$ cat config.mk
export PLATFORM = sky130hd
export DESIGN_NAME = rms_regulator_signals
export DESIGN_NICKNAME = d
export VERILOG_FILES = /design/src/logic/rms_pkg.sv /design/src/logic/rms_pulse_timer.sv /design/src/logic/rms_regulator_signals.sv
export SDC_FILE = /design/constraint.sdc
export NUM_CORES = 1
export LEC_CHECK = 0
export ABC_AREA = 1
export BUFFER_PORTS_ARGS = -buffer_cell sky130_fd_sc_hd__buf_2
export CORE_ASPECT_RATIO = 1.1
export CORE_UTILIZATION = 56
export CTS_CLUSTER_DIAMETER = 120
export CTS_CLUSTER_SIZE = 14
export DETAILED_ROUTE_END_ITERATION = 10
export HOLD_SLACK_MARGIN = 0.12
export PLACE_DENSITY_LB_ADDON = 0.08
export SYNTH_ARGS = -nofsm -noshare
export SYNTH_HDL_FRONTEND = slang
export SYNTH_SLANG_ARGS = --single-unit
$ cat constraint.sdc
create_clock -name sys_clk -period 1.8 [get_ports sys_clk]
set_clock_uncertainty 0.2 [all_clocks]
set_input_delay 0.36 -clock sys_clk [delete_from_list [all_inputs] [get_ports sys_clk]]
set_output_delay 0.36 -clock sys_clk [all_outputs]
set_load 0.05 [all_outputs]
$ cat src/logic/rms_pkg.sv
package rms_pkg;

  // ***********************************************************
  // Operating modes
  // ***********************************************************
  typedef enum logic [1:0] {
    RMS_RUN,
    RMS_STOP,
    RMS_LOWPOWER_STOP_MODE,
    RMS_STANDBY
  } rms_mode_e;

  // ***********************************************************
  // Carriers
  // ***********************************************************
  typedef struct packed {
    logic       reset_pulse_control;  // Enables programmable width
    logic [4:0] min_reset_duration;   // Width in milliseconds
  } rms_dur_cfg_s;

  typedef struct packed {
    logic out;   // Level driven onto the pad
    logic oe_n;  // Low while the pad is driven
  } rms_pad_s;

  // ***********************************************************
  // Constants
  // ***********************************************************
  localparam int          RMS_DUR_W        = 5;
  localparam int          RMS_CLK_HZ       = 10_000_000;
  localparam int          RMS_UNIT_MS      = 1;
  localparam int          RMS_CYC_PER_UNIT = RMS_CLK_HZ / 1000 * RMS_UNIT_MS;
  localparam logic [4:0]  RMS_DUR_DEFAULT  = 5'h01;
  localparam int          RMS_HOLDOFF      = 3;
  localparam rms_mode_e   RMS_MODE_RST     = RMS_STANDBY;
  localparam logic        RMS_SUPPLY_RST   = 1'h0;
  localparam logic        RMS_LP_N_RST     = 1'h0;
  localparam logic        RMS_OE_N_RST     = 1'h1;
  localparam logic        RMS_PAD_OUT_VAL  = 1'h0;

endpackage

$ cat src/logic/rms_pulse_timer.sv
`timescale 1ns/10ps
module rms_pulse_timer
  import rms_pkg::*;
#(
  parameter int CYC_PER_UNIT = RMS_CYC_PER_UNIT,
  parameter int UNIT_W       = RMS_DUR_W
) (
  input  wire logic              sys_clk,  // System clock
  input  wire logic              rst_n,    // Synchronous reset, active low
  input  wire logic              start,    // Load request, ignored when busy
  input  wire logic [UNIT_W-1:0] units,    // Pulse length in units, not 0
  output logic                   busy      // High for units*CYC_PER_UNIT
);

  localparam int PRE_W = (CYC_PER_UNIT > 1) ? $clog2(CYC_PER_UNIT) : 1;
  localparam logic [PRE_W-1:0] PRE_LAST = PRE_W'(CYC_PER_UNIT - 1);

  logic [UNIT_W-1:0] units_q;
  logic [PRE_W-1:0]  pre_q;

  assign busy = (units_q != '0);

  always_ff @(posedge sys_clk) begin
    if (!rst_n) begin
      units_q <= '0;
      pre_q   <= '0;
    end else if (!busy) begin
      units_q <= start ? units : '0;
      pre_q   <= '0;
    end else if (pre_q == PRE_LAST) begin
      units_q <= units_q - UNIT_W'(1);
      pre_q   <= '0;
    end else begin
      pre_q <= pre_q + PRE_W'(1);
    end
  end

endmodule

$ cat src/logic/rms_regulator_signals.sv
`timescale 1ns/10ps
module rms_regulator_signals
  import rms_pkg::*;
#(
  parameter int CYC_PER_UNIT = RMS_CYC_PER_UNIT
) (
  input  wire logic         sys_clk,             // 10 MHz clock
  input  wire logic         rst_n,               // Sync reset, active low
  input  rms_mode_e         mode,                // Current operating mode
  input  wire logic         watchdog1_reset_out, // First watchdog reset
  input  wire logic         watchdog2_reset_out, // Second watchdog reset
  input  rms_dur_cfg_s      dur_cfg,             // Pulse width control
  input  wire logic         bidir_reset_n_in,    // Pad level, async
  output logic              bidir_reset_n_out,   // Pad drive level
  output logic              bidir_reset_n_oe_n,  // Low while pad driven
  output logic              supply_request_out,  // Active high
  output logic              lowpower_request_n,  // Active low
  output logic              reset_sensed         // External reset seen
);

  // ***********************************************************
  // Mode register and crash pulse timer
  // ***********************************************************
  rms_mode_e            mode_q;
  logic                 crash_req;
  logic                 busy;
  logic [RMS_DUR_W-1:0] units_eff;
  rms_pad_s             pad_q;
  logic                 supply_q;
  logic                 lp_n_q;

  always_ff @(posedge sys_clk) begin
    if (!rst_n) begin
      mode_q <= RMS_MODE_RST;
    end else begin
      mode_q <= mode;
    end
  end

  assign crash_req = watchdog1_reset_out | watchdog2_reset_out;

  // Disabled or zero width falls back to one unit so a pulse is visible
  assign units_eff = (dur_cfg.reset_pulse_control &&
                      dur_cfg.min_reset_duration != '0) ?
                     dur_cfg.min_reset_duration : RMS_DUR_DEFAULT;

  rms_pulse_timer #(
    .CYC_PER_UNIT (CYC_PER_UNIT),
    .UNIT_W       (RMS_DUR_W)
  ) u_timer (
    .sys_clk (sys_clk),
    .rst_n   (rst_n),
    .start   (crash_req),
    .units   (units_eff),
    .busy    (busy)
  );

  // ***********************************************************
  // Regulator request outputs
  // ***********************************************************
  // Crash pulse overrides mode so peripherals cycle via pad only
  always_ff @(posedge sys_clk) begin
    if (!rst_n) begin
      supply_q <= RMS_SUPPLY_RST;
    end else begin
      supply_q <= busy || (mode_q != RMS_STANDBY);
    end
  end

  always_ff @(posedge sys_clk) begin
    if (!rst_n) begin
      lp_n_q <= RMS_LP_N_RST;
    end else begin
      lp_n_q <= busy || mode_q inside {RMS_RUN, RMS_STOP};
    end
  end

  assign supply_request_out = supply_q;
  assign lowpower_request_n = lp_n_q;

  // ***********************************************************
  // Reset pad drive and sense
  // ***********************************************************
  logic                   pad_s1_q;
  logic                   pad_s2_q;
  logic [RMS_HOLDOFF-1:0] drv_hist_q;
  logic                   sensed_q;

  always_ff @(posedge sys_clk) begin
    if (!rst_n) begin
      pad_q.out  <= RMS_PAD_OUT_VAL;
      pad_q.oe_n <= RMS_OE_N_RST;
    end else begin
      pad_q.out  <= RMS_PAD_OUT_VAL;
      pad_q.oe_n <= !busy;
    end
  end

  assign bidir_reset_n_out  = pad_q.out;
  assign bidir_reset_n_oe_n = pad_q.oe_n;

  always_ff @(posedge sys_clk) begin
    if (!rst_n) begin
      pad_s1_q <= 1'h1;
      pad_s2_q <= 1'h1;
    end else begin
      pad_s1_q <= bidir_reset_n_in;
      pad_s2_q <= pad_s1_q;
    end
  end

  // Own drive echoes back through the synchroniser; mask it meanwhile
  always_ff @(posedge sys_clk) begin
    if (!rst_n) begin
      drv_hist_q <= '0;
    end else begin
      drv_hist_q <= {drv_hist_q[RMS_HOLDOFF-2:0], !pad_q.oe_n};
    end
  end

  always_ff @(posedge sys_clk) begin
    if (!rst_n) begin
      sensed_q <= 1'h0;
    end else begin
      sensed_q <= !pad_s2_q && pad_q.oe_n && (drv_hist_q == '0);
    end
  end

  assign reset_sensed = sensed_q;

  // ***********************************************************
  // Checks
  // ***********************************************************
  logic [31:0] drive_len_q;
  logic [31:0] exp_len_q;
  logic [31:0] exp_cur_q;

  always_ff @(posedge sys_clk) begin
    if (!rst_n) begin
      drive_len_q <= '0;
    end else begin
      drive_len_q <= pad_q.oe_n ? 32'h0 : drive_len_q + 32'h1;
    end
  end

  always_ff @(posedge sys_clk) begin
    if (!rst_n) begin
      exp_len_q <= '0;
    end else if (crash_req && !busy) begin
      exp_len_q <= 32'(units_eff) * 32'(CYC_PER_UNIT);
    end
  end

  // Latched as drive starts; a held watchdog reloads exp_len_q early
  always_ff @(posedge sys_clk) begin
    if (!rst_n) begin
      exp_cur_q <= '0;
    end else if (busy && pad_q.oe_n) begin
      exp_cur_q <= exp_len_q;
    end
  end
endmodule

==> summary.md, run 1 <==
| Metric | Value |
|---|---|
| Max Root-Sink Buffers | 2 |
| Dpl hpwl | 1.96 mm |
| Max-cap violations | 0 |
| Post-Syn Nets | 212 |
| LEAKAGE | 0.725 nW |
| Cells after Synth | 197 |
| Max Fanout on Critical Path | 15 |
| Drt drc | 0 |
| Clock power frac | 0.248 |
| Status | complete, no violations |
| Chip width | 51.3 um |
| Top cells by area, synth | dfxtp_1 (40%), nand2_1 (9.8%), inv_1 (7.0%) |
| Final hold slack | 149 ps |
| Psw | 0.828 mW |
| Clk Latency, worst-skew pair | 320 ps |
| Critical Path AT | 1660 ps |
| Num Clock Sinks | 30 |
| Final Hold Fails | 0 |
| Placement Rows | 19 |
| Final worst-path cycle share | 0.917 |
| Cell Area, Synth | 1500 um2 |
| Seq pwr share | 0.378 |
| Pre-CTS setup slack | 147 ps |
| N_diodes | 0 |
| Gr ovfl total | 0 |
| Die H | 56.2 um |
| Crit path launch type | flop |
| Unrepaired setup endpoints after global routing | false |
| Ys flop type | dfxtp_1 |
| Critical path required time | 1810 ps |
| Layout cells sized above 1 | 0.237 |
| Final ANT Viol Nets | 0 |
| Core ar. | 2520 um2 |
| DR WL/cell | 10.7 um |
| H-tree lvl count | 2 |
| Post-layout util | 0.667 |
| # nets final | 234 |
| GRT Total Usage | 0.217 |
| Pint | 1.36 mW |
| Routability congestion estimate | 0.862 |
| Max VDD drop | 1.22 mV |
| Combinational Power Share | 0.374 |
| CTS Buf Count | 5 |
| Area Growth Syn to Fin | 12.5% |
| Setup_tns | 0 ps |
| CP endpoint kind | flop |
| Post_cts resized | 0 |
| CTS tree | done |
| Max Slew Vio Count | 0 |
| Synth Area per Inst | 7.59 um2 |
| Number of global-route vias before repair | 1,224 |
| Setup Buffers After CTS | 0 |
| # fillers | 237 |
| Post-synth ARST share | 0 |
| Final wirelength | 2.67 mm |
| Routed vias | 1,256 |
| IO Count | 18 |
| Drt pass-1 iters | 4 |
| FF+latch count, synth | 30 |
| Starting DRT DRC Count | 38 |
| Pin count of the biggest net entering global routing | 16 |
| Hold WC Path Type | in -> reg |
| Finish-stage setup viols | 0 |
| PortBufs | 16 |
| Global-route wire length before repair | 4.71 mm |
| CTS root buffer | clkbuf_4 |
| Clock transition at the registers of the reported paths | 90 ps |
| PD cells | 1300 nW/um2 |
| Setup ws final | 149 ps |
| Initial Util | 0.593 |
| Synth unique cells | 31 |
| Synth area leader | dfxtp_1 |
| Period minus WS final | 1650 ps |
| Initial antenna violation count | 0 |
| Die ar. | 2880 um2 |
| Synth top area share | 0.402 |
| Drt via density | 5.02 |
| CP Class | reg -> reg |
| Sw Share | 0.378 |
| Post-synth EDFFs | 0 |
| Fmax | 606 MHz |
| Syn. warnings | 0 |
| Register area share after synthesis | 0.402 |
| Cts hold-fix bufs | 3 |
==> stage by stage <==
stage	instances	total power, mW	area [um2]
global placement	240	1.64	1570
global route	250	2.35	1680
detailed placement	240	1.65	1570
floorplan	197	1.59	1500
CTS	250	2.21	1680
finish	250	2.19	1680
==> state kept, by name, summed over array words and instances (netlist names) <==
name / flops
u_timer.pre_q: 14
u_timer.units_q: 5
drv_hist_q: 3
mode_q: 2
bidir_reset_n_oe_n: 1
lowpower_request_n: 1
pad_s1_q: 1
pad_s2_q: 1
reset_sensed: 1
supply_request_out: 1
==> routing by layer <==
layer / part of all wire / routed length, um / up-vias / global-route usage
met5: 0 / 0 / - / 0
met4: 0.013 / 34 / 0 / 0.0772
met3: 0.037 / 98 / 4 / 0.0601
met2: 0.49 / 1310 / 25 / 0.383
met1: 0.46 / 1220 / 559 / 0.243
li1: - / - / 668 / -
==> cells in the final DEF (no fill, tap or decap), types with 2 or more instances in the layout <==
master	Yosys	layout
a21oi_1	3	3
a21oi_2	8	8
buf_2	1	16
clkbuf_4	0	5
dfxtp_1	30	30
dlygate4sd3_1	0	3
ha_1	2	2
inv_1	28	28
nand2_1	39	39
nand2_4	2	2
nand3_1	15	15
nand3_2	2	2
nand3b_1	2	2
nand4_1	6	6
nor2_1	22	22
nor2_2	7	7
nor3_1	7	7
o21ai_0	5	5
or2_2	4	4
==> logic make-up (layout without fill, tap and decap cells) <==
group,after synthesis,in the layout,synth area share
AOI/OAI and AO/OA,18,18,0.0837
xor gates and xnor gates,1,1,0.00586
adders and majority gates,2,2,0.0167
buffers and inverters,33,55,0.102
DFF,30,30,0.402
other,1,1,0.00251
and+or+nand+nor,112,112,0.387
==> cell usage after synthesis, types with 2 or more instances <==
cell type and n:
nand3_2 2, nor2_1 22, o21ai_0 5, nand4_1 6, a21oi_2 8, nor2_2 7, nand3_1 15, nand2_1 39
ha_1 2, dfxtp_1 30, or2_2 4, inv_1 28, nand3b_1 2, nand2_4 2, nor3_1 7, a21oi_1 3
==> final timing paths <==
| kind | endpoint | slack [ps] | depth (start not counted) | startpoint |
|---|---|---|---|---|
| max | u_timer.units_q[3] | 150 | 6 | u_timer.pre_q[0] |
| min | bidir_reset_n_oe_n | 150 | 2 | rst_n |
| max reg2reg | u_timer.units_q[3] | 150 | 6 | u_timer.pre_q[0] |
| min reg2reg | reset_sensed | 210 | 1 | drv_hist_q[2] |
==> power by group through the flow <==
stage                     Combinational (mW)  Clock [mW]  Sequential, mW
final                                  0.818       0.542           0.828
after global routing                   0.923       0.588           0.843
after CTS                              0.823       0.557           0.828
after detailed placement               0.814           0           0.841
after global placement                 0.802           0           0.838
after floorplan                        0.664           0           0.927
==> layout make-up <==
class | instances | area (um2) | area share
Tap cell | 31 | 38.8 | 0.0231
Sequential cell | 30 | 601 | 0.357
Clock buffer | 6 | 51.3 | 0.0305
Inverter | 29 | 109 | 0.0647
Timing Repair Buffer | 19 | 110 | 0.0655
Multi-Input combinational cell | 134 | 742 | 0.441
Clock inverter | 1 | 30.0 | 0.0179
==> worst max-delay path, cell delays in order, from the launching register on <==
cell and delay (ps):
dfxtp_1 390, ha_1 230, nand3_2 130, nor2_2 170
nand2_4 100, nand3_4 210, o21ai_0 110
(Power assumes the default switching activity.)
==> inputs of run 2 (changes only) <==
--- a/config.mk
+++ b/config.mk
@@ -13,7 +13,9 @@
 export CTS_CLUSTER_SIZE = 14
 export DETAILED_ROUTE_END_ITERATION = 10
 export HOLD_SLACK_MARGIN = 0.12
+export MAX_ROUTING_LAYER = met4
 export PLACE_DENSITY_LB_ADDON = 0.08
 export SYNTH_ARGS = -nofsm -noshare
 export SYNTH_HDL_FRONTEND = slang
+export SYNTH_HIERARCHICAL = 1
 export SYNTH_SLANG_ARGS = --single-unit
==> run 2 against run 1 <==
  * Sequential cell count is the same
  * Register-to-register slack barely moved
  * Total power decreased by 4.6%
  * Utilization shrank 0.066 points
  * Setup slack improved by 11 ps
  * Die area fell by 1.3%
  * Critical endpoint is now u_timer/units_q[2]
  * Largest cell class unchanged
  * Highest routed layer unchanged
==> summary.md, run 2 <==
| Metric | Value |
|---|---|
| Status | complete, no violations |
| Routed vias | 1,254 (-0.16%) |
| GRT Total Usage | 0.225 (+0.00797) |
| Critical Path AT | 1680 ps (+20 ps) |
| Layout cells sized above 1 | 0.185 (-0.0521) |
| Syn. warnings | 6 (+6) |
| Synth Area per Inst | 7.13 um2 (-6.1%) |
| Global-route wire length before repair | 4.63 mm (-1.8%) |
| Final hold slack | 201 ps (+52.1 ps) |
| Unrepaired setup endpoints after global routing | false |
| Worst path most repeated cell | nand2_1 |
| N_diodes | 0 (unchanged) |
| Area Growth Syn to Fin | 12.8% |
| Chip width | 50.9 um (-0.64%) |
| Hold WC Path Type | in -> reg |
| Largest register FFs | 14 (unchanged) |
| Period minus WS final | 1640 ps (-11.2 ps) |
| LEAKAGE | 0.769 nW (+6.0%) |
| Post-synth ARST share | 0 (unchanged) |
| DR WL/cell | 10.1 um (-5.4%) |
| Most common cell in the netlist | nand2_1 |
| Slowest-stage cell, CP | dfxtp_1 |
| PD cells | 1250 nW/um2 (-3.6%) |
| Initial antenna violation count | 0 (unchanged) |
| Wire length on met3 | 66 um (-33%) |
| Register area | 601 um2 (unchanged) |
| Top sig layer | met4 |
| Core ar. | 2500 um2 (-0.94%) |
| Gr ovfl total | 0 (unchanged) |
| Top Family by Delay on Critical Path | simple AND/OR/NAND/NOR gates |
| CTS tree | done |
| Cell Area, Synth | 1480 um2 (-1.3%) |
| Final wirelength | 2.66 mm (-0.45%) |
| Final std cells w/o fill | 263 (+5.2%) |
| Setup Buffers After CTS | 0 (unchanged) |
| Drt pass-1 iters | 4 (unchanged) |
| Cell Count Post-Placement | 251 (+4.6%) |
| Pin count of the biggest net entering global routing | 16 (unchanged) |
| Post_cts resized | 0 (unchanged) |
| Crit path launch type | flop |
| Routability congestion estimate | 0.787 (-8.8%) |
| Dpl hpwl | 2.04 mm (+3.7%) |
| Post-synth EDFFs | 0 (unchanged) |
| Most instantiated cells after synthesis | nand2_1 (46), inv_1 (33), dfxtp_1 (30), nor2_1 (30), nand3_1 (15) |
| Largest regs | u_timer/pre_q x14, u_timer/units_q x5, drv_hist_q x3 |
| Clock transition at the registers of the reported paths | 100 ps (about the same) |
| FF+latch count, synth | 30 (unchanged) |
| Cells after Synth | 207 (+5.1%) |
| Setup_tns | 0 ps (unchanged) |
| CP endpoint kind | flop |
| Final worst-path cycle share | 0.911 (-0.00623) |
| Multi-input logic area | 709 um2 (-4.4%) |
| Initial Util | 0.591 (-0.00237) |
| Max Slew Vio Count | 0 (unchanged) |
| Wl on met1 | 1.09 mm (-11%) |
| Drt drc | 0 (unchanged) |
| Max Fanout on Critical Path | 15 (unchanged) |
| Cts hold-fix bufs | 4 (+1) |
| Placement Rows | 19 (unchanged) |
| Register area share after synthesis | 0.407 (+0.00545) |
| CP Class | reg -> reg |
| # fillers | 230 (-3.0%) |
| Commonest non-fill, non-tap cells in the layout | nand2_1 (46), inv_1 (33), nor2_1 (30), dfxtp_1 (30), buf_2 (16) |
| Max VDD drop | 0.978 mV (-20%) |
| Clk Latency, worst-skew pair | 330 ps (about the same) |
| Delay of the slowest critical-path stage | 370 ps (-20 ps) |
| Pwr Total | 2.09 mW (-4.6%) |
| # nets final | 246 (+5.1%) |
| Final Hold Fails | 0 (unchanged) |
| Met2 wire len | 1.42 mm (+8.1%) |
| Critical Path, Cell by Cell | ha_1 -> nand3_1 -> nor2_1 -> nand2_2 -> nand3_4 -> nand2_1 -> nand2_1 -> inv_1 |
| Num Clock Sinks | 30 (unchanged) |
| Die H | 55.8 um (-0.65%) |
| Finish-stage setup viols | 0 (unchanged) |
| Synth area leader | dfxtp_1 |
| Drt via density | 4.77 (-5.1%) |
| Most common cell after layout, fill and taps aside | nand2_1 |
| CTS Buf Count | 5 (unchanged) |
| Fmax | 610 MHz (+0.68%) |
| Number of global-route vias before repair | 1,216 (-0.65%) |
| Top cells by area, synth | dfxtp_1 (41%), nand2_1 (12%), inv_1 (8.4%) |
| PortBufs | 16 (unchanged) |
| Max-cap violations | 0 (unchanged) |
| Critical path required time | 1840 ps (+30 ps) |
| Max Root-Sink Buffers | 2 (unchanged) |
| Ys flop type | dfxtp_1 |
| Synth top area share | 0.407 (+0.00545) |
| Synth unique cells | 29 (-6.5%) |
| Die ar. | 2840 um2 (-1.3%) |
| H-tree lvl count | 2 (unchanged) |
| Worst path bufs/invs | 1 (+1) |
| Largest reg by FF count | u_timer/pre_q |
| Post-Syn Nets | 222 (+4.7%) |
| CTS root buffer | clkbuf_4 |
| Starting DRT DRC Count | 11 (-71%) |
| IO Count | 18 (unchanged) |
| Final ANT Viol Nets | 0 (unchanged) |
## run 2: cell families after synthesis
logic type	share of synthesized area
AOI/OAI and AO/OA	0.0560
xor gates and xnor gates	0.0356
adders and majority gates	0.0170
buffers and inverters	0.112
DFF	0.407
other	0.00254
and+or+nand+nor	0.370
## run 2: where the power goes
| group | switching (mW) | internal (mW) |
|---|---|---|
| combinational | 0.555 | 0.283 |
| clock | 0.229 | 0.187 |
| sequential | 0.0674 | 0.766 |
## run 2: per-stage QoR
| step | area [um2] | util | worst slack, ps |
|---|---|---|---|
| finish | 1660 | 0.667 | 160 |
| global route | 1660 | 0.667 | 0.975 |
| CTS | 1660 | 0.667 | 135 |
| detailed placement | 1560 | 0.625 | 156 |
| global placement | 1560 | 0.625 | 209 |
| floorplan | 1480 | - | 308 |
## run 2: per-layer routing
metal	track usage	vias up
met2	0.410	13
met1	0.198	553
met5	-	-
met4	0.115	0
li1	-	680
met3	0.0738	8
## run 2: final timing paths
| path | from | endpoint | slack (ps) | cells past startpoint |
|---|---|---|---|---|
| max | u_timer/pre_q[0] | u_timer/units_q[2] | 160 | 8 |
| min | dur_cfg[4] | u_timer/units_q[4] | 200 | 5 |
| max reg2reg | u_timer/pre_q[0] | u_timer/units_q[2] | 160 | 8 |
| min reg2reg | pad_s2_q | reset_sensed | 220 | 1 |
## run 2: layout make-up
cell class | instances | share of cell area
Inverter | 35 | 0.0789
Clock buffer | 6 | 0.0308
Sequential cell | 30 | 0.361
Timing Repair Buffer | 20 | 0.0722
Tap cell | 31 | 0.0233
Multi-Input combinational cell | 139 | 0.426
Clock inverter | 2 | 0.00752
## run 2: tightest hold or removal path, cell delays in order
cell and delay [ps]:
buf_2 100, nand2_1 50, inv_1 30, nand3_1 70, a21oi_1 60
